==> src/logic/tpc_defs.svh <==
`ifndef TPC_DEFS_SVH
`define TPC_DEFS_SVH
// ----------------------------------------
// Register byte offsets.
// ----------------------------------------
`define TPC_OFF_MASK 8'h00
`define TPC_OFF_FLAGS 8'h04
`define TPC_OFF_SFIO 8'h08
`define TPC_OFF_CTRL0 8'h0C
`define TPC_OFF_CTRL1 8'h10
`define TPC_OFF_CNT0 8'h14
`define TPC_OFF_CMP0 8'h18
`define TPC_OFF_STAT 8'h1C
// ----------------------------------------
// Field positions and reset values.
// ----------------------------------------
`define TPC_BIT_OVF0 0
`define TPC_BIT_CMP0 1
`define TPC_BIT_PSR 0
`define TPC_BIT_PHASE 3
`define TPC_RST_BYTE 8'h00
`define TPC_RST_PRESC 10'h000
// ----------------------------------------
// Clock source codes.
// ----------------------------------------
`define TPC_CS_STOP 3'h0
`define TPC_CS_DIRECT 3'h1
`define TPC_CS_DIV8 3'h2
`define TPC_CS_DIV64 3'h3
`define TPC_CS_DIV256 3'h4
`define TPC_CS_DIV1024 3'h5
`define TPC_CS_FALL 3'h6
`define TPC_CS_RISE 3'h7
// ----------------------------------------
// Bus answers and counter limits.
// ----------------------------------------
`define TPC_RESP_OKAY 2'h0
`define TPC_RESP_SLVERR 2'h2
`define TPC_CNT_MAX 8'hFF
`define TPC_CNT_ZERO 8'h00
`endif

==> src/logic/tpc_pkg.sv <==
package tpc_pkg;
   // Synchroniser chain of one count pin.
   typedef struct packed {
      logic s1;
      logic s2;
      logic s3;
      logic lvl;
   } tpc_sync_t;

   // Whole state of the block.
   typedef struct packed {
      logic aw_have;
      logic [7:0] aw_addr;
      logic w_have;
      logic [7:0] w_data;
      logic w_strb0;
      logic awready;
      logic wready;
      logic bvalid;
      logic [1:0] bresp;
      logic arready;
      logic rvalid;
      logic [1:0] rresp;
      logic [7:0] rdata;
      logic [7:0] mask;
      logic [7:0] flags;
      logic [7:0] sfio;
      logic [2:0] cs0;
      logic [2:0] cs1;
      logic phase;
      logic down;
      logic [7:0] cnt0;
      logic [7:0] cmp0;
      logic [9:0] presc;
      tpc_sync_t pin0;
      tpc_sync_t pin1;
      logic irq_cmp;
      logic irq_ovf;
      logic tick1;
   } tpc_state_t;
endpackage : tpc_pkg

==> src/logic/tpc_top.sv <==
`timescale 1ns/100ps
`include "tpc_defs.svh"
// Contract
// Compare interrupt requested only when global enable, its mask bit and flag set.
// Overflow interrupt requested only when global enable, its mask bit and flag set.
// Compare flag, bit 1, sets when counter value equals compare value.
// Either flag clears on vector taken or on writing one to it.
// Overflow flag, bit 0, sets on wrap; phase mode sets it at zero turn.
// Source code 1 advances the counter every system clock.
// Prescaled sources divide the system clock by 8, 64, 256 and 1024.
// One free-running prescaler serves both counters, each with its own tap.
// First prescaled count comes 1 to N+1 cycles after enabling.
// Writing one to prescaler reset bit clears prescaler; bit reads zero.
// Count pins are sampled every clock through synchronisers into edge detectors.
// Source 7 counts rising pin edges, source 6 counts falling edges.
// Pin edge to counter update takes about 2.5 to 3.5 clocks; the three-stage chain here takes 3 to 4 clocks.
// Synchronisers are clocked on the rising clock edge.
// Software changes pin source only while the pin is stable.
// External count half periods exceed one system clock cycle; here a pin level counts only once it is seen on two consecutive samples.
// Pin sources bypass the prescaler and clock the counter directly.
// Source code 0 stops the counter.
// Codes 2 to 5 select taps dividing by 8, 64, 256, 1024.
// Pin edges count regardless of the pin's direction setting.
// Writing zero to a flag bit leaves that flag unchanged.
// Prescaler is a ten-bit counter, cleared synchronously by the strobe.
module tpc_top (
   input wire logic CLK, // System clock, 125 MHz.
   input wire logic RST_N, // Asynchronous reset, active low.
   input wire logic [7:0] AWADDR, // Write address.
   input wire logic AWVALID, // Write address valid.
   output logic AWREADY, // Write address ready.
   input wire logic [31:0] WDATA, // Write data.
   input wire logic [3:0] WSTRB, // Write byte strobes.
   input wire logic WVALID, // Write data valid.
   output logic WREADY, // Write data ready.
   output logic [1:0] BRESP, // Write response.
   output logic BVALID, // Write response valid.
   input wire logic BREADY, // Write response ready.
   input wire logic [7:0] ARADDR, // Read address.
   input wire logic ARVALID, // Read address valid.
   output logic ARREADY, // Read address ready.
   output logic [31:0] RDATA, // Read data.
   output logic [1:0] RRESP, // Read response.
   output logic RVALID, // Read data valid.
   input wire logic RREADY, // Read data ready.
   input wire logic GLOBAL_IRQ_EN, // Processor global interrupt enable.
   input wire logic ACK_CMP0, // Compare vector taken, pulse.
   input wire logic ACK_OVF0, // Overflow vector taken, pulse.
   input wire logic COUNT_PIN_ZERO, // External count pin of counter0.
   input wire logic COUNT_PIN_ONE, // External count pin of counter1.
   output logic IRQ_CMP0, // Compare interrupt request.
   output logic IRQ_OVF0, // Overflow interrupt request.
   output logic TICK1, // Count pulse for counter1.
   output logic [7:0] COUNTER0_VALUE // Current counter0 value.
);

   // ----------------------------------------
   // State and helper terms.
   // ----------------------------------------
   tpc_pkg::tpc_state_t st_reg;
   tpc_pkg::tpc_state_t st_next;
   logic t8;
   logic t64;
   logic t256;
   logic t1024;
   logic rise0;
   logic fall0;
   logic rise1;
   logic fall1;
   logic tick0;
   logic wr_en;
   logic wr_psr;
   logic wr_cnt;
   logic wr_flag;
   logic set_cmp;
   logic set_ovf;
   logic [7:0] clr_flags;

   // Picks the count pulse for one source code.
   function automatic logic sel_tick(input logic [2:0] cs, input logic a8,
      input logic a64, input logic a256, input logic a1024, input logic r,
      input logic f);
      logic t;
      t = 1'b0;
      case (cs)
         `TPC_CS_STOP: t = 1'b0;
         `TPC_CS_DIRECT: t = 1'b1;
         `TPC_CS_DIV8: t = a8;
         `TPC_CS_DIV64: t = a64;
         `TPC_CS_DIV256: t = a256;
         `TPC_CS_DIV1024: t = a1024;
         `TPC_CS_FALL: t = f;
         `TPC_CS_RISE: t = r;
         default: t = 1'b0;
      endcase
      return t;
   endfunction : sel_tick

   // Prescaler taps fire once per period of their divisor.
   assign t8 = &st_reg.presc[2:0];
   assign t64 = &st_reg.presc[5:0];
   assign t256 = &st_reg.presc[7:0];
   assign t1024 = &st_reg.presc[9:0];

   // Edge detectors act once the second and third stages agree.
   assign rise0 = (st_reg.pin0.s2 == st_reg.pin0.s3) & st_reg.pin0.s3 & ~st_reg.pin0.lvl;
   assign fall0 = (st_reg.pin0.s2 == st_reg.pin0.s3) & ~st_reg.pin0.s3 & st_reg.pin0.lvl;
   assign rise1 = (st_reg.pin1.s2 == st_reg.pin1.s3) & st_reg.pin1.s3 & ~st_reg.pin1.lvl;
   assign fall1 = (st_reg.pin1.s2 == st_reg.pin1.s3) & ~st_reg.pin1.s3 & st_reg.pin1.lvl;

   // Both counters draw from the same prescaler with their own codes.
   assign tick0 = sel_tick(st_reg.cs0, t8, t64, t256, t1024, rise0, fall0);

   // Write decode of the stored address and data.
   assign wr_en = st_reg.aw_have & st_reg.w_have & ~st_reg.bvalid & st_reg.w_strb0;
   assign wr_psr = wr_en & (st_reg.aw_addr == `TPC_OFF_SFIO) & st_reg.w_data[`TPC_BIT_PSR];
   assign wr_cnt = wr_en & (st_reg.aw_addr == `TPC_OFF_CNT0);
   assign wr_flag = wr_en & (st_reg.aw_addr == `TPC_OFF_FLAGS);

   // Counter events that raise the flags.
   assign set_cmp = tick0 & ~wr_cnt & (st_reg.cnt0 == st_reg.cmp0);
   assign set_ovf = tick0 & ~wr_cnt & (st_reg.phase ?
      (st_reg.down & (st_reg.cnt0 == `TPC_CNT_ZERO)) :
      (st_reg.cnt0 == `TPC_CNT_MAX));

   // Flags cleared by a one written or by the vector being taken.
   assign clr_flags = (wr_flag ? st_reg.w_data : `TPC_RST_BYTE) |
      {6'h00, ACK_CMP0, ACK_OVF0};

   // ----------------------------------------
   // Next state.
   // ----------------------------------------
   always_comb begin
      st_next = st_reg;
      // Free-running prescaler, cleared by the strobe.
      st_next.presc = wr_psr ? `TPC_RST_PRESC : 10'(st_reg.presc + 10'h001);
      // Three-stage pin synchronisers; the level follows agreeing stages.
      st_next.pin0.s1 = COUNT_PIN_ZERO;
      st_next.pin0.s2 = st_reg.pin0.s1;
      st_next.pin0.s3 = st_reg.pin0.s2;
      if (st_reg.pin0.s2 == st_reg.pin0.s3) begin
         st_next.pin0.lvl = st_reg.pin0.s3;
      end
      st_next.pin1.s1 = COUNT_PIN_ONE;
      st_next.pin1.s2 = st_reg.pin1.s1;
      st_next.pin1.s3 = st_reg.pin1.s2;
      if (st_reg.pin1.s2 == st_reg.pin1.s3) begin
         st_next.pin1.lvl = st_reg.pin1.s3;
      end
      st_next.tick1 = sel_tick(st_reg.cs1, t8, t64, t256, t1024, rise1, fall1);
      // Counter0 in normal or phase-correct counting.
      if (tick0) begin
         if (!st_reg.phase) begin
            st_next.cnt0 = 8'(st_reg.cnt0 + 8'h01);
         end else if (!st_reg.down) begin
            if (st_reg.cnt0 == `TPC_CNT_MAX) begin
               st_next.down = 1'b1;
               st_next.cnt0 = 8'(st_reg.cnt0 - 8'h01);
            end else begin
               st_next.cnt0 = 8'(st_reg.cnt0 + 8'h01);
            end
         end else if (st_reg.cnt0 == `TPC_CNT_ZERO) begin
            st_next.down = 1'b0;
            st_next.cnt0 = 8'(st_reg.cnt0 + 8'h01);
         end else begin
            st_next.cnt0 = 8'(st_reg.cnt0 - 8'h01);
         end
      end
      // A set in the same cycle as a clear wins.
      st_next.flags[`TPC_BIT_CMP0] = set_cmp |
         (st_reg.flags[`TPC_BIT_CMP0] & ~clr_flags[`TPC_BIT_CMP0]);
      st_next.flags[`TPC_BIT_OVF0] = set_ovf |
         (st_reg.flags[`TPC_BIT_OVF0] & ~clr_flags[`TPC_BIT_OVF0]);
      // Write address and data are taken in either order.
      if (AWVALID && st_reg.awready) begin
         st_next.aw_have = 1'b1;
         st_next.aw_addr = AWADDR;
      end
      if (WVALID && st_reg.wready) begin
         st_next.w_have = 1'b1;
         st_next.w_data = WDATA[7:0];
         st_next.w_strb0 = WSTRB[0];
      end
      // Register writes once both halves are held.
      if (st_reg.aw_have && st_reg.w_have && !st_reg.bvalid) begin
         st_next.aw_have = 1'b0;
         st_next.w_have = 1'b0;
         st_next.bvalid = 1'b1;
         st_next.bresp = `TPC_RESP_OKAY;
         case (st_reg.aw_addr)
            `TPC_OFF_MASK: begin
               if (st_reg.w_strb0) begin
                  st_next.mask = st_reg.w_data;
               end
            end
            `TPC_OFF_FLAGS: begin
            end
            `TPC_OFF_SFIO: begin
               if (st_reg.w_strb0) begin
                  st_next.sfio = {st_reg.w_data[7:1], 1'b0};
               end
            end
            `TPC_OFF_CTRL0: begin
               if (st_reg.w_strb0) begin
                  st_next.cs0 = st_reg.w_data[2:0];
                  st_next.phase = st_reg.w_data[`TPC_BIT_PHASE];
               end
            end
            `TPC_OFF_CTRL1: begin
               if (st_reg.w_strb0) begin
                  st_next.cs1 = st_reg.w_data[2:0];
               end
            end
            `TPC_OFF_CNT0: begin
               if (st_reg.w_strb0) begin
                  st_next.cnt0 = st_reg.w_data;
               end
            end
            `TPC_OFF_CMP0: begin
               if (st_reg.w_strb0) begin
                  st_next.cmp0 = st_reg.w_data;
               end
            end
            `TPC_OFF_STAT: begin
            end
            default: st_next.bresp = `TPC_RESP_SLVERR;
         endcase
      end
      if (st_reg.bvalid && BREADY) begin
         st_next.bvalid = 1'b0;
      end
      st_next.awready = ~st_next.aw_have & ~st_next.bvalid;
      st_next.wready = ~st_next.w_have & ~st_next.bvalid;
      // Reads answer one cycle after the address is taken.
      if (ARVALID && st_reg.arready) begin
         st_next.rvalid = 1'b1;
         st_next.rresp = `TPC_RESP_OKAY;
         case (ARADDR)
            `TPC_OFF_MASK: st_next.rdata = st_reg.mask;
            `TPC_OFF_FLAGS: st_next.rdata = st_reg.flags;
            `TPC_OFF_SFIO: st_next.rdata = st_reg.sfio;
            `TPC_OFF_CTRL0: st_next.rdata = {4'h0, st_reg.phase, st_reg.cs0};
            `TPC_OFF_CTRL1: st_next.rdata = {5'h00, st_reg.cs1};
            `TPC_OFF_CNT0: st_next.rdata = st_reg.cnt0;
            `TPC_OFF_CMP0: st_next.rdata = st_reg.cmp0;
            `TPC_OFF_STAT: st_next.rdata = {5'h00, st_reg.pin1.lvl,
               st_reg.pin0.lvl, st_reg.down};
            default: begin
               st_next.rdata = `TPC_RST_BYTE;
               st_next.rresp = `TPC_RESP_SLVERR;
            end
         endcase
      end else if (st_reg.rvalid && RREADY) begin
         st_next.rvalid = 1'b0;
      end
      st_next.arready = ~st_next.rvalid;
      // Requests follow the next flag and mask under the global enable.
      st_next.irq_cmp = GLOBAL_IRQ_EN & st_next.mask[`TPC_BIT_CMP0] &
         st_next.flags[`TPC_BIT_CMP0];
      st_next.irq_ovf = GLOBAL_IRQ_EN & st_next.mask[`TPC_BIT_OVF0] &
         st_next.flags[`TPC_BIT_OVF0];
   end

   // ----------------------------------------
   // State register.
   // ----------------------------------------
   always_ff @(posedge CLK or negedge RST_N) begin
      if (!RST_N) begin
         st_reg <= '0;
      end else begin
         st_reg <= st_next;
      end
   end

   // Outputs taken straight from the state register.
   assign AWREADY = st_reg.awready;
   assign WREADY = st_reg.wready;
   assign BVALID = st_reg.bvalid;
   assign BRESP = st_reg.bresp;
   assign ARREADY = st_reg.arready;
   assign RVALID = st_reg.rvalid;
   assign RRESP = st_reg.rresp;
   assign RDATA = {24'h0000_00, st_reg.rdata};
   assign IRQ_CMP0 = st_reg.irq_cmp;
   assign IRQ_OVF0 = st_reg.irq_ovf;
   assign TICK1 = st_reg.tick1;
   assign COUNTER0_VALUE = st_reg.cnt0;
endmodule : tpc_top
==> config.mk <==
export PLATFORM = sky130hd
export DESIGN_NAME = tpc_top
export DESIGN_NICKNAME = d
export VERILOG_FILES = /design/src/logic/tpc_pkg.sv /design/src/logic/tpc_top.sv
export VERILOG_INCLUDE_DIRS = /design/src /design/src/logic
export SDC_FILE = /design/constraint.sdc
export NUM_CORES = 1
export LEC_CHECK = 0
export BUFFER_PORTS_ARGS = -buffer_cell sky130_fd_sc_hd__clkbuf_2
export CORE_MARGIN = 1
export CORE_UTILIZATION = 56
export CTS_BUF_LIST = sky130_fd_sc_hd__clkbuf_8
export CTS_CLUSTER_SIZE = 8
export DETAILED_ROUTE_END_ITERATION = 8
export HOLD_SLACK_MARGIN = 0.02
export PLACE_DENSITY = 0.82
export SLEW_MARGIN = 10
export SYNTH_ARGS = -nofsm -noshare
export SYNTH_HDL_FRONTEND = slang
export SYNTH_SLANG_ARGS = --single-unit
==> constraint.sdc <==
create_clock -name CLK -period 2.7 [get_ports CLK]
set_clock_uncertainty 0.15 [all_clocks]
set_input_delay 0.27 -clock CLK [delete_from_list [all_inputs] [get_ports CLK]]
set_output_delay 0.27 -clock CLK [all_outputs]
set_load 0.005 [all_outputs]
After elaboration in Yosys (flattened, before gate mapping). Cells that the tools add are included.

Add/sub/neg operators: 3. Multipliers: 0. Divide/modulo/power cells: 0. Order comparisons: 0. Equality and inequality tests: 32. Shifts and indexed selects: 0. Mux-type cells: 31. Bitwise gates (word level): 42. Reduce and logical (&&, ||, !) cells: 25.

Operators with widths (count): $eq 8x5->1 const B (8); $mux 8 (8); $pmux 8 s8 (1); $eq 8x4->1 const B (4); $and 1x1->1 (27); $eq 3x3->1 const B (8); $logic_not 8->1 (3); $mux 10 (2); $mux 9 (2); $reduce_and 3->1 (6); $eq 8x3->1 const B (2); $mux 16 (1); $pmux 1 s8 (2); $reduce_or 8->1 (2); $eq 3x2->1 const B (4); $mux 2 (6); $not 1->1 (12); $add 10x1->10 const B (1); $reduce_and 10->1 (1); $add 8x1->8 const B (1); $eq 8x8->1 (1); $eq 8x8->1 const B (1); $mux 1 (8); $reduce_and 8->1 (1); 11 further kinds (21).

Flip-flop bits (word level): 98. Bits in latches: 0. Memory bits (writable): 0. Memory bits (read-only): 0. Input port bits: 64. Output and inout port bits: 52. Word-level logic and storage cells: 168. Memories: 0.

Depth between registers and ports, before layout. Gate-level depths: netlist of run 1.

Depth in word-level cells: 10. Mapped depth: 9. Depth with buffers taken out: 8.

Worst setup path after synthesis of run 1. OpenSTA, ideal clock, no wires.

Path type: flip-flop to flip-flop. Start: reg st_reg[11] (netlist bit). End: reg st_reg, in the netlist IRQ_CMP0. Setup time: 67 ps. Arrival time: 1997 ps. Required time: 2483 ps. Path slack: 486 ps. Cell stages (with the launch flop): 9. Path buffers: 1. Clock period less this slack: 2214 ps. Cell sequence: dfrtp_1 ha_1 and4_4 nand4_4 o31a_1 and2_1 buf_6 o41ai_4 and3_1.

RTL lines: start, declared (RTL line tpc_top.sv:60) `tpc_pkg::tpc_state_t st_reg;`; start signal, assigned (RTL line tpc_top.sv:271) `st_reg <= st_next;`.

==> results of run 1 <==
metrics by stage:
step	total power, W	setup WS [ns]	hold WS [ns]	utilization, %	cell area, um^2
6_report	0.00403	0.278	0.0424	65.1	5680
3_5_place_dp	0.00315	0.286	0.168	60.2	5250
2_1_floorplan	0.00284	0.486	-0.176	-	5120
4_1_cts	0.00404	0.275	0.0357	65.1	5680
5_1_grt	0.00426	0.167	0.0587	65.1	5680
3_3_place_gp	0.00308	0.326	0.158	60.2	5250
cell usage after synthesis, drive strengths merged, types with 3 or more instances:
cell type	number	area, um^2
buf	45	342
o21ai	31	155
a31oi	6	43.8
nor2	31	121
mux2	42	473
or4	3	26.3
a221oi	6	52.6
nand2	43	164
mux2i	6	60.1
a22oi	7	52.6
inv	15	56.3
xor2	8	70.1
nor4	3	55.1
nor2b	6	37.5
and3b	3	26.3
a21oi	11	55.1
dfrtp	96	2400
or3	4	25.0
clkbuf	13	48.8
nand4	5	46.3
nor3	5	30.0
and3	4	25.0
nand3b	4	30.0
o22ai	6	37.5
nand3	17	85.1
ha	9	113
and2	4	25.0
xnor2	15	131
and4	3	28.8
layout make-up:
type / instances / area [um^2] / share of cell area (%)
Sequential cell: 96 / 2400 / 42.3
Inverter: 15 / 56.3 / 0.992
Timing Repair Buffer: 95 / 633 / 11.2
Multi-Input combinational cell: 328 / 2270 / 39.9
Clock buffer: 10 / 138 / 2.42
Clock inverter: 6 / 45.0 / 0.793
Tap cell: 108 / 135 / 2.38
worst paths after layout:
path,to,slack [ns]
worst min register to register,st_next[4],0.21
max in group asynchronous,st_reg[3],1.42
worst min-delay path,st_reg[53],0.04
worst max-delay path,IRQ_CMP0,0.28
worst max register to register,IRQ_CMP0,0.28
min in group asynchronous,ARREADY,0.30
cells by family (layout without fill, tap and decap cells):
kind of cell	count (synthesis)	in the layout	synth area share, %
AOI/OAI and AO/OA	83	83	11.0
xor gates and xnor gates	23	23	4.01
adders and majority gates	9	9	2.24
buffers and inverters	73	126	8.89
DFF	96	96	47.8
muxes	48	48	10.6
other	1	26	0.0747
and+or+nand+nor	139	139	15.4
placed cells by master (no fill, tap or decap), types with 3 or more instances in the layout:
master / Yosys / final
dfrtp_1: 96 / 96
nand3_1: 17 / 17
nor2_1: 29 / 29
a221oi_1: 6 / 6
a31oi_1: 5 / 5
mux2i_1: 6 / 6
ha_1: 9 / 9
nor3_1: 4 / 4
dlygate4sd3_1: 0 / 24
clkbuf_8: 0 / 10
or3_1: 4 / 4
conb_1: 1 / 26
o21ai_1: 14 / 14
and3_1: 4 / 4
o22ai_1: 6 / 6
xor2_1: 8 / 8
inv_1: 15 / 16
nor2b_1: 6 / 6
mux2_2: 24 / 24
mux2_1: 18 / 18
xnor2_1: 15 / 15
and2_1: 3 / 3
a22oi_1: 7 / 7
nand3b_1: 4 / 4
a21oi_1: 11 / 11
nand4_1: 4 / 4
clkbuf_2: 0 / 61
and3b_1: 3 / 3
nand2_1: 42 / 42
o21ai_0: 17 / 17
buf_4: 44 / 9
layer usage:
layer / global-route usage (%) / vias to the layer above / part of all wire, %
met3: 5.42 / 10 / 4.3
li1: - / 1752 / -
met2: 41.2 / 108 / 50
met5: 0 / - / 0
met4: 5.17 / 0 / 1.2
met1: 32.7 / 1817 / 44
report_power, final:
part / internal [W] / total (W) / switching [W]
clock: 0.000363 / 0.000873 / 0.000510
sequential: 0.00174 / 0.00216 / 0.000412
combinational: 0.000508 / 0.00101 / 0.000497
repair_timing:
action	in CTS	in global routing
hold buffers	24	0
gates resized for setup	0	0
endpoints found under the hold margin	70	0
worst max-delay path, stage by stage, from the launching register on:
cell and delay (ns):
dfrtp_1 0.39, ha_1 0.20, and4_4 0.25, nand4_4 0.12
o31a_1 0.36, and2_1 0.32, o41ai_4 0.40, and3_1 0.19
==> summary.md, run 1 <==
| Metric | Value |
|---|---|
| Status | finished clean |
| Port buffer count | 62 |
| Final setup violation count | 0 |
| Core region area | 8720 um^2 |
| Vias per cell | 5.60 |
| Worst Setup Path Type | flop to flop |
| Root Driver | clkbuf_8 |
| DPL Wire Length | 7.55 mm |
| Unrepaired setup endpoints after global routing | false |
| Clock Latency Late Sink | 0.37 ns |
| Hold path cells | 3 |
| Final worst path period need | 2.42 ns |
| Cell variety after synth | 59 |
| Layout Cells excl Fill | 658 |
| DR WL/cell | 16.2 um |
| # IOs | 116 |
| CTS clk-pin slew, worst paths | 0.10 ns |
| Htree depth | 3 |
| Cell Pwr Density | 710 nW/um^2 |
| Slew @ Worst Pin | 0.878 ns |
| CTS Buf Count | 9 |
| First-pass GRT wire length | 18.2 mm |
| CTS Buffer Depth | 2 |
| Number of flip-flops in the largest register | 66 |
| Peak supply drop | 0.522 mV |
| Syn Inst Count | 472 |
| Iter 0 DRT Violations | 156 |
| Worst Min Path Start | ACK_OVF0 |
| Share of cells above drive strength 1 | 22.5% |
| Worst Setup Start Kind | flop |
| FF-to-FF Start | st_reg[11] |
| Placed cells | 618 |
| Die area | 9350 um^2 |
| Average size of a mapped cell | 10.6 um^2 |
| DRC | 0 |
| Via Count | 3687 |
| Final hold viol count | 0 |
| Max-slew headroom | 41.4% |
| Final Max Tran Viols | 0 |
| Reg2reg path depth | 7 |
| TritonCTS Sinks | 96 |
| Starting Density | 57.6% |
| P_leak | 2.68 nW |
| First-pass detailed-route iteration total | 5 |
| Largest net degree at the start of global routing | 52 |
| # rows | 34 |
| Final Cycle Share | 89.7% |
| Sequential fraction of the synthesis area | 47.8% |
| Vias in the first global route | 3655 |
| Ys flop type | dfrtp_1 |
| Setup tns final | 0 ns |
| Flops & latches, synth | 96 |
| Hold/Removal Path Class | input port to flop |
| EDFF count, synth | 0 |
| Horiz. Die Dim | 96.7 um |
| Wirelength, routed | 10.7 mm |
| Worst endpoint data arrival time | 2.59 ns |
| NumNets Final | 618 |
| GRT Resource Usage Total | 24.5% |
| RD Place Congestion | 0.837 |
| Layout area overhead | 13.0% |
| Async set-reset flop share out of synthesis | 100% |
| Fmax | 0.413 GHz |
| Worst setup startpoint | st_reg[11] |
| CTS tree | built |
| Die height | 96.7 um |
| Post-CTS setup buffers | 0 |
| Fillers | 671 |
| Number of diodes | 0 |
| Crit-path max FO | 9 |
| Critical Path RT | 2.87 ns |
| Initial antenna violation count | 0 |
| Total congestion overflow | 0 |
| Routed Antenna Nets | 0 |
| Max Cap Viol | 0 |
| Synthesized area | 5020 um^2 |
| Syn. warnings | 0 |
| CP Capture Type | flop |
(Power assumes the default switching activity.)
==> inputs of run 2 (changes only) <==
==> constraint.sdc (replaced) <==
create_clock -name CLK -period 2.7 [get_ports CLK]
set_clock_uncertainty 0.15 [all_clocks]
set_input_delay 0.81 -clock CLK [delete_from_list [all_inputs] [get_ports CLK]]
set_output_delay 0.81 -clock CLK [all_outputs]
set_load 0.005 [all_outputs]
==> run 2 against run 1 <==
Compared with the run above:
- first-iteration DRC count fell by 18%
- die area did not move
- critical endpoint unchanged
- largest cell class unchanged
- power rose by 4.6%
- highest routed layer unchanged
- via count fell by 2.5%
- register-to-register slack got worse by 0.09 ns
- worst hold slack improved by 0.17 ns
==> summary.md, run 2 (synthesis gave the netlist of run 1 again) <==
| Metric | Value |
|---|---|
| End of the worst register-to-register path | IRQ_CMP0 |
| Peak supply drop | 0.505 mV |
| Metal2 WL | 4.96 mm |
| Total congestion overflow | 0 |
| Vias per cell | 5.63 |
| Slowest stage delay, CP | 0.41 ns |
| DPL Wire Length | 7.65 mm |
| Die height | 96.7 um |
| First-pass detailed-route iteration total | 4 |
| Via Count | 3594 |
| Max-slew headroom | 63.0% |
| Crit path buf inv count | 0 |
| NumNets Final | 598 |
| Critical-path cell list | ha_1, and4_4, nand4_4, o31a_1, and2_1, o41ai_4, and3_1 |
| # rows | 34 |
| Routed Antenna Nets | 0 |
| Starting Density | 57.6% |
| Worst slack at placement | 0.0552 ns |
| Most frequent cells in the layout | dfrtp_1 (96), clkbuf_2 (61), nand2_1 (42) |
| Wirelength, routed | 10.2 mm |
| Layout area overhead | 9.84% |
| Max Cap Viol | 0 |
| Root Driver | clkbuf_8 |
| Top Layer Used | met4 |
| Power share of the clock group | 25.8% |
| Logic pwr share | 23.7% |
| First-pass GRT wire length | 17.5 mm |
| Final Max Tran Viols | 0 |
| CP top delay family | simple AND/OR/NAND/NOR gates |
| # IOs | 116 |
| Post-CTS setup buffers | 0 |
| Htree depth | 3 |
| Die area | 9350 um^2 |
| Number of flip-flops in the largest register | 66 |
| DR WL/cell | 16.0 um |
| Commonest non-fill, non-tap cell in the layout | dfrtp_1 |
| Core region area | 8720 um^2 |
| Tot Pwr | 0.00422 W |
| Hold/Removal Path Class | input port to async pin |
| Iter 0 DRT Violations | 128 |
| CTS clk-pin slew, worst paths | 0.10 ns |
| P_int | 0.00279 W |
| Share of cells above drive strength 1 | 24.3% |
| Multi-input gate area | 2270 um^2 |
| Final hold viol count | 0 |
| Unrepaired setup endpoints after global routing | false |
| Clock Latency Late Sink | 0.38 ns |
| GRT Resource Usage Total | 23.6% |
| Vias in the first global route | 3627 |
| RD Place Congestion | 0.838 |
| CTS Buf Count | 9 |
| Register Area | 2400 um^2 |
| Hold slack | 0.208 ns |
| FF-to-FF Start | st_reg[11] |
| CTS Buffer Depth | 2 |
| Final setup violation count | 0 |
| Post-CTS Hold Buffers | 0 |
| Design area | 5520 um^2 |
| Setup tns final | 0 ns |
| Port buffer count | 62 |
| Largest net degree at the start of global routing | 42 |
| WL met1 | 4.63 mm |
| Worst Setup Start Kind | flop |
| DRC | 0 |
| Slew @ Worst Pin | 0.553 ns |
| Slowest cell on crit path | o41ai_4 |
| Met3 wire len | 437 um |
| Reg2reg setup slack | 0.19 ns |
| NetSw | 0.00143 W |
| Status | finished clean |
| TritonCTS Sinks | 96 |
| Worst Slack Setup Final | 0.191 ns |
| Switching Fraction | 34.0% |
| Final Cycle Share | 92.9% |
| P_leak | 2.62 nW |
| # resized after CTS | 0 |
| CTS tree | built |
| Fmax | 0.399 GHz |
| Cell Pwr Density | 765 nW/um^2 |
| CP Capture Type | flop |
| Number of diodes | 0 |
| Final worst path period need | 2.51 ns |
| Reg2reg path depth | 7 |
| Critical Path RT | 2.86 ns |
| Crit-path max FO | 9 |
| Worst Setup Path Type | flop to flop |
| Fillers | 702 |
| Dpl cell area | 5280 um^2 |
| Initial antenna violation count | 0 |
| Register share of total power | 50.5% |
| Worst endpoint data arrival time | 2.67 ns |
| Horiz. Die Dim | 96.7 um |
==> run 2: changes by cell type in the layout (fill, tap and decap cells not counted), sizes merged <==
cell / before / now
buf: 10 / 14
bufinv: 0 / 2
clkbuf: 71 / 70
clkinv: 2 / 0
clkinvlp: 2 / 0
dlygate4sd3: 24 / 0
inv: 17 / 20
==> run 2: layout make-up <==
| class | instances | share of cell area [%] |
|---|---|---|
| flip-flops and latches | 96 | 43.5 |
| multi-input cells | 328 | 41.1 |
| repair buffers | 75 | 7.67 |
| well taps | 108 | 2.45 |
| clock buffers | 9 | 2.25 |
| clock inverters | 7 | 1.97 |
| inverters | 15 | 1.02 |
==> run 2: worst max path at each step <==
stage / cells after the start / from / slack (ns) / to
floorplan: 6 / ARADDR[0] / 0.17 / RDATA[1]
global placement: 7 / ARADDR[0] / 0.12 / RDATA[1]
detailed placement: 7 / ARADDR[0] / 0.06 / RDATA[1]
CTS: 7 / st_reg[11] / 0.21 / IRQ_CMP0
global route: 8 / st_reg[11] / 0.08 / IRQ_CMP0
finish: 7 / st_reg[11] / 0.19 / IRQ_CMP0
==> run 2: per-stage QoR <==
stage	utilization, %	instances
2_1_floorplan	-	497
3_3_place_gp	60.6	622
3_5_place_dp	60.6	622
4_1_cts	63.3	638
5_1_grt	63.3	638
6_report	63.3	638
==> run 2: metal layers <==
layer,vias up,global-route usage [%]
met5,-,0
met4,0,8.38
met3,16,4.55
met2,109,39.7
met1,1760,30.4
li1,1709,-
==> run 2: worst reg2reg max path: cells and delay by family (launching register included) <==
| kind | cells | cell delay [ns] |
|---|---|---|
| AOI/OAI and AO/OA | 2 | 0.77 |
| adders and majority gates | 1 | 0.21 |
| DFF | 1 | 0.40 |
| and+or+nand+nor | 4 | 0.91 |
==> run 2: power by group through the flow <==
| stage | sequential [W] | combinational, W | clock, W |
|---|---|---|---|
| after floorplan | 0.00201 | 0.000827 | 0 |
| after global placement | 0.00213 | 0.000966 | 0 |
| after detailed placement | 0.00215 | 0.000999 | 0 |
| after CTS | 0.00213 | 0.00101 | 0.00111 |
| after global routing | 0.00218 | 0.00112 | 0.00116 |
| final | 0.00213 | 0.000999 | 0.00109 |
==> inputs of run 3 (changes only) <==
- ABC_AREA: unset -> 1
- CORE_UTILIZATION: 56 -> 57
- GPL_TIMING_DRIVEN: unset -> 0
- PLACE_DENSITY: 0.82 -> 0.83
- SKIP_LAST_GASP: unset -> 1
==> run 3 against run 2 <==
Compared with the run above:
- the flow now finishes with violations (DRC)
- critical path depth fell by 5
- synthesized cell count rose by 44%
- via count rose by 28%
- wire length rose by 16%
- sequential cell count did not move
- combinational power rose by 56%
- clock power fell by 10%
- maximum frequency rose by 19%
- non-clock buffer count rose by 40
- area after synthesis rose by 7.3%
- sequential share of layout area fell by 4.5 points
- critical path type is now flop to output pin
- critical endpoint is now COUNTER0_VALUE[1]
- largest cell class unchanged
- highest routed layer unchanged
==> summary.md, run 3 <==
| Metric | Value |
|---|---|
| Worst slack at placement | 0.339 ns |
| CTS Buffer Depth | 2 |
| Slew @ Worst Pin | 0.778 ns |
| Async set-reset flop share out of synthesis | 100% |
| Logic pwr share | 33.6% |
| Most area-consuming cells after synthesis | dfrtp_1 (45%), nand2_1 (14%), buf_4 (6.4%) |
| # IOs | 116 |
| Wirelength, routed | 11.9 mm |
| Final hold viol count | 0 |
| Via Count | 4612 |
| Core region area | 9200 um^2 |
| RD Place Congestion | 1.02 |
| Register share of total power | 45.3% |
| CTS Buf Count | 9 |
| NumNets Final | 849 |
| Unrepaired setup endpoints after global routing | false |
| Root Driver | clkbuf_8 |
| Status | finished with violations |
| Setup tns final | 0 ns |
| Vias per cell | 5.18 |
| Ys flop type | dfrtp_1 |
| Number of flip-flops in the largest register | 66 |
| P_leak | 3.35 nW |
| P_int | 0.00283 W |
| Max Cap Viol | 0 |
| Post-synth top cells | nand2_1 (202), dfrtp_1 (96), inv_1 (83) |
| Critical Path RT | 1.74 ns |
| Most numerous cell in the Yosys netlist | nand2_1 |
| Largest net degree at the start of global routing | 97 |
| CP Capture Type | output pin |
| Worst Slack Setup Final | 0.587 ns |
| Starting Density | 58.6% |
| Port buffer count | 62 |
| Synthesized area | 5390 um^2 |
| Violated checks | DRC |
| Commonest non-fill, non-tap cell in the layout | nand2_1 |
| TritonCTS Sinks | 96 |
| Peak supply drop | 0.539 mV |
| Syn. warnings | 0 |
| Post-CTS setup buffers | 0 |
| GRT Resource Usage Total | 25.9% |
| Routed Antenna Nets | 0 |
| Die height | 99.3 um |
| Slowest cell on crit path | dfrtp_1 |
| Layout area overhead | 14.0% |
| Crit path buf inv count | 2 |
| Crit-path max FO | 7 |
| Fmax | 0.473 GHz |
| Total congestion overflow | 0 |
| Fillers | 780 |
| CP top delay family | flip-flops |
| First-pass GRT wire length | 19.9 mm |
| Iter 0 DRT Violations | 313 |
| Most frequent cells in the layout | nand2_1 (202), dfrtp_1 (96), inv_1 (83) |
| Leading area contributor after synthesis | dfrtp_1 |
| Worst endpoint data arrival time | 1.15 ns |
| Average size of a mapped cell | 7.95 um^2 |
| Final setup violation count | 0 |
| Final Cycle Share | 78.3% |
| First-pass detailed-route iteration total | 7 |
| # resized after CTS | 0 |
| DPL Wire Length | 8.99 mm |
| Flops & latches, synth | 96 |
| DRC | 2 |
| NetSw | 0.00180 W |
| EDFF count, synth | 0 |
| Horiz. Die Dim | 99.3 um |
| Post-synth top area share | 44.6% |
| # rows | 35 |
| Htree depth | 3 |
| Cell Pwr Density | 753 nW/um^2 |
| Worst Setup Start Kind | flop |
| DR WL/cell | 13.3 um |
| Syn Inst Count | 678 |
| Post-CTS Hold Buffers | 0 |
| CTS clk-pin slew, worst paths | 0.10 ns |
| Sequential fraction of the synthesis area | 44.6% |
| Worst Setup Path Type | flop to output pin |
| Final Max Tran Viols | 0 |
| Dpl cell area | 5940 um^2 |
| Cell variety after synth | 38 |
| Initial antenna violation count | 0 |
| Clock Latency Late Sink | 0.37 ns |
| Final worst path period need | 2.11 ns |
| CTS tree | built |
| Number of diodes | 0 |
| Hold/Removal Path Class | flop to flop |
| Max-slew headroom | 48.1% |
| Die area | 9850 um^2 |
| Design area | 6150 um^2 |
| Power share of the clock group | 21.1% |
| Vias in the first global route | 4205 |
| Share of cells above drive strength 1 | 22.7% |
| Switching Fraction | 38.8% |
| Critical-path cell list | buf_4, clkbuf_2 |
| Slowest stage delay, CP | 0.52 ns |
-- run 3: changes by cell type after synthesis, moves of 7 or more --
cell,delta
nand2_1,+160
nor3_1,+7
nand3_1,+17
o21ai_1,-13
mux2_1,-18
o21ai_0,+25
o21ai_2,+11
inv_1,+68
mux2_2,-24
nand2_2,+10
nor2_1,+16
clkbuf_1,-11
a22oi_1,-7
-- run 3: routing by layer --
| metal | up-vias | global-route usage, % | part of all wire, % | wire length, um |
|---|---|---|---|---|
| li1 | 2274 | - | - | - |
| met1 | 2123 | 36.7 | 46 | 5450 |
| met2 | 187 | 40.2 | 45 | 5350 |
| met3 | 28 | 3.30 | 6.4 | 755 |
| met4 | 0 | 11.7 | 2.6 | 309 |
| met5 | - | 0 | 0 | 0 |
-- run 3: cells by family (layout without fill, tap and decap cells) --
logic type	Yosys count	count (layout)	synth area share, %
compound gates	82	82	9.17
fa+ha+maj	9	9	2.09
simple gates	337	337	28.5
buf+inv	141	218	13.7
other cells	1	26	0.0696
xor+xnor	12	12	1.95
flops	96	96	44.6
-- run 3: worst paths after layout --
check | startpoint | endpoint | slack, ns | cells after the start
hold reg to reg | st_next[9] | st_next[8] | 0.21 | 0
hold / removal | st_next[9] | st_next[8] | 0.21 | 0
max in group asynchronous | RST_N | st_reg[46] | 1.49 | 1
setup reg to reg | COUNTER0_VALUE[1] | COUNTER0_VALUE[4] | 0.62 | 13
setup / recovery | COUNTER0_VALUE[1] | COUNTER0_VALUE[1] | 0.59 | 2
min in group asynchronous | RST_N | st_reg[93] | 0.32 | 1
-- run 3: metrics by stage --
| stage | instances | util, % | total power, W | hold WS, ns |
|---|---|---|---|---|
| 4_1_cts | 891 | 66.8 | 0.00464 | 0.215 |
| 2_1_floorplan | 703 | - | 0.00319 | 0.181 |
| 6_report | 891 | 66.8 | 0.00463 | 0.210 |
| 3_5_place_dp | 876 | 64.6 | 0.00366 | 0.191 |
| 5_1_grt | 891 | 66.8 | 0.00495 | 0.218 |
| 3_3_place_gp | 876 | 64.5 | 0.00359 | 0.183 |
-- run 3: layout make-up --
cell class              count  area [um^2]  area share, %
plain buffers              53          409           6.66
flip-flops and latches     96         2400           39.1
repair buffers             62          319           5.19
multi-input cells         466         2340           38.1
inverters                  88          330           5.37
clock buffers              10          138           2.24
well taps                 111          139           2.26
clock inverters             5         66.3           1.08
-- run 3: power by group through the flow --
stage	combinational [W]	clock [W]	sequential, W
3_5_place_dp	0.00154	0	0.00212
5_1_grt	0.00175	0.00106	0.00214
3_3_place_gp	0.00149	0	0.00210
4_1_cts	0.00155	0.000998	0.00209
2_1_floorplan	0.00114	0	0.00204
6_report	0.00156	0.000977	0.00210
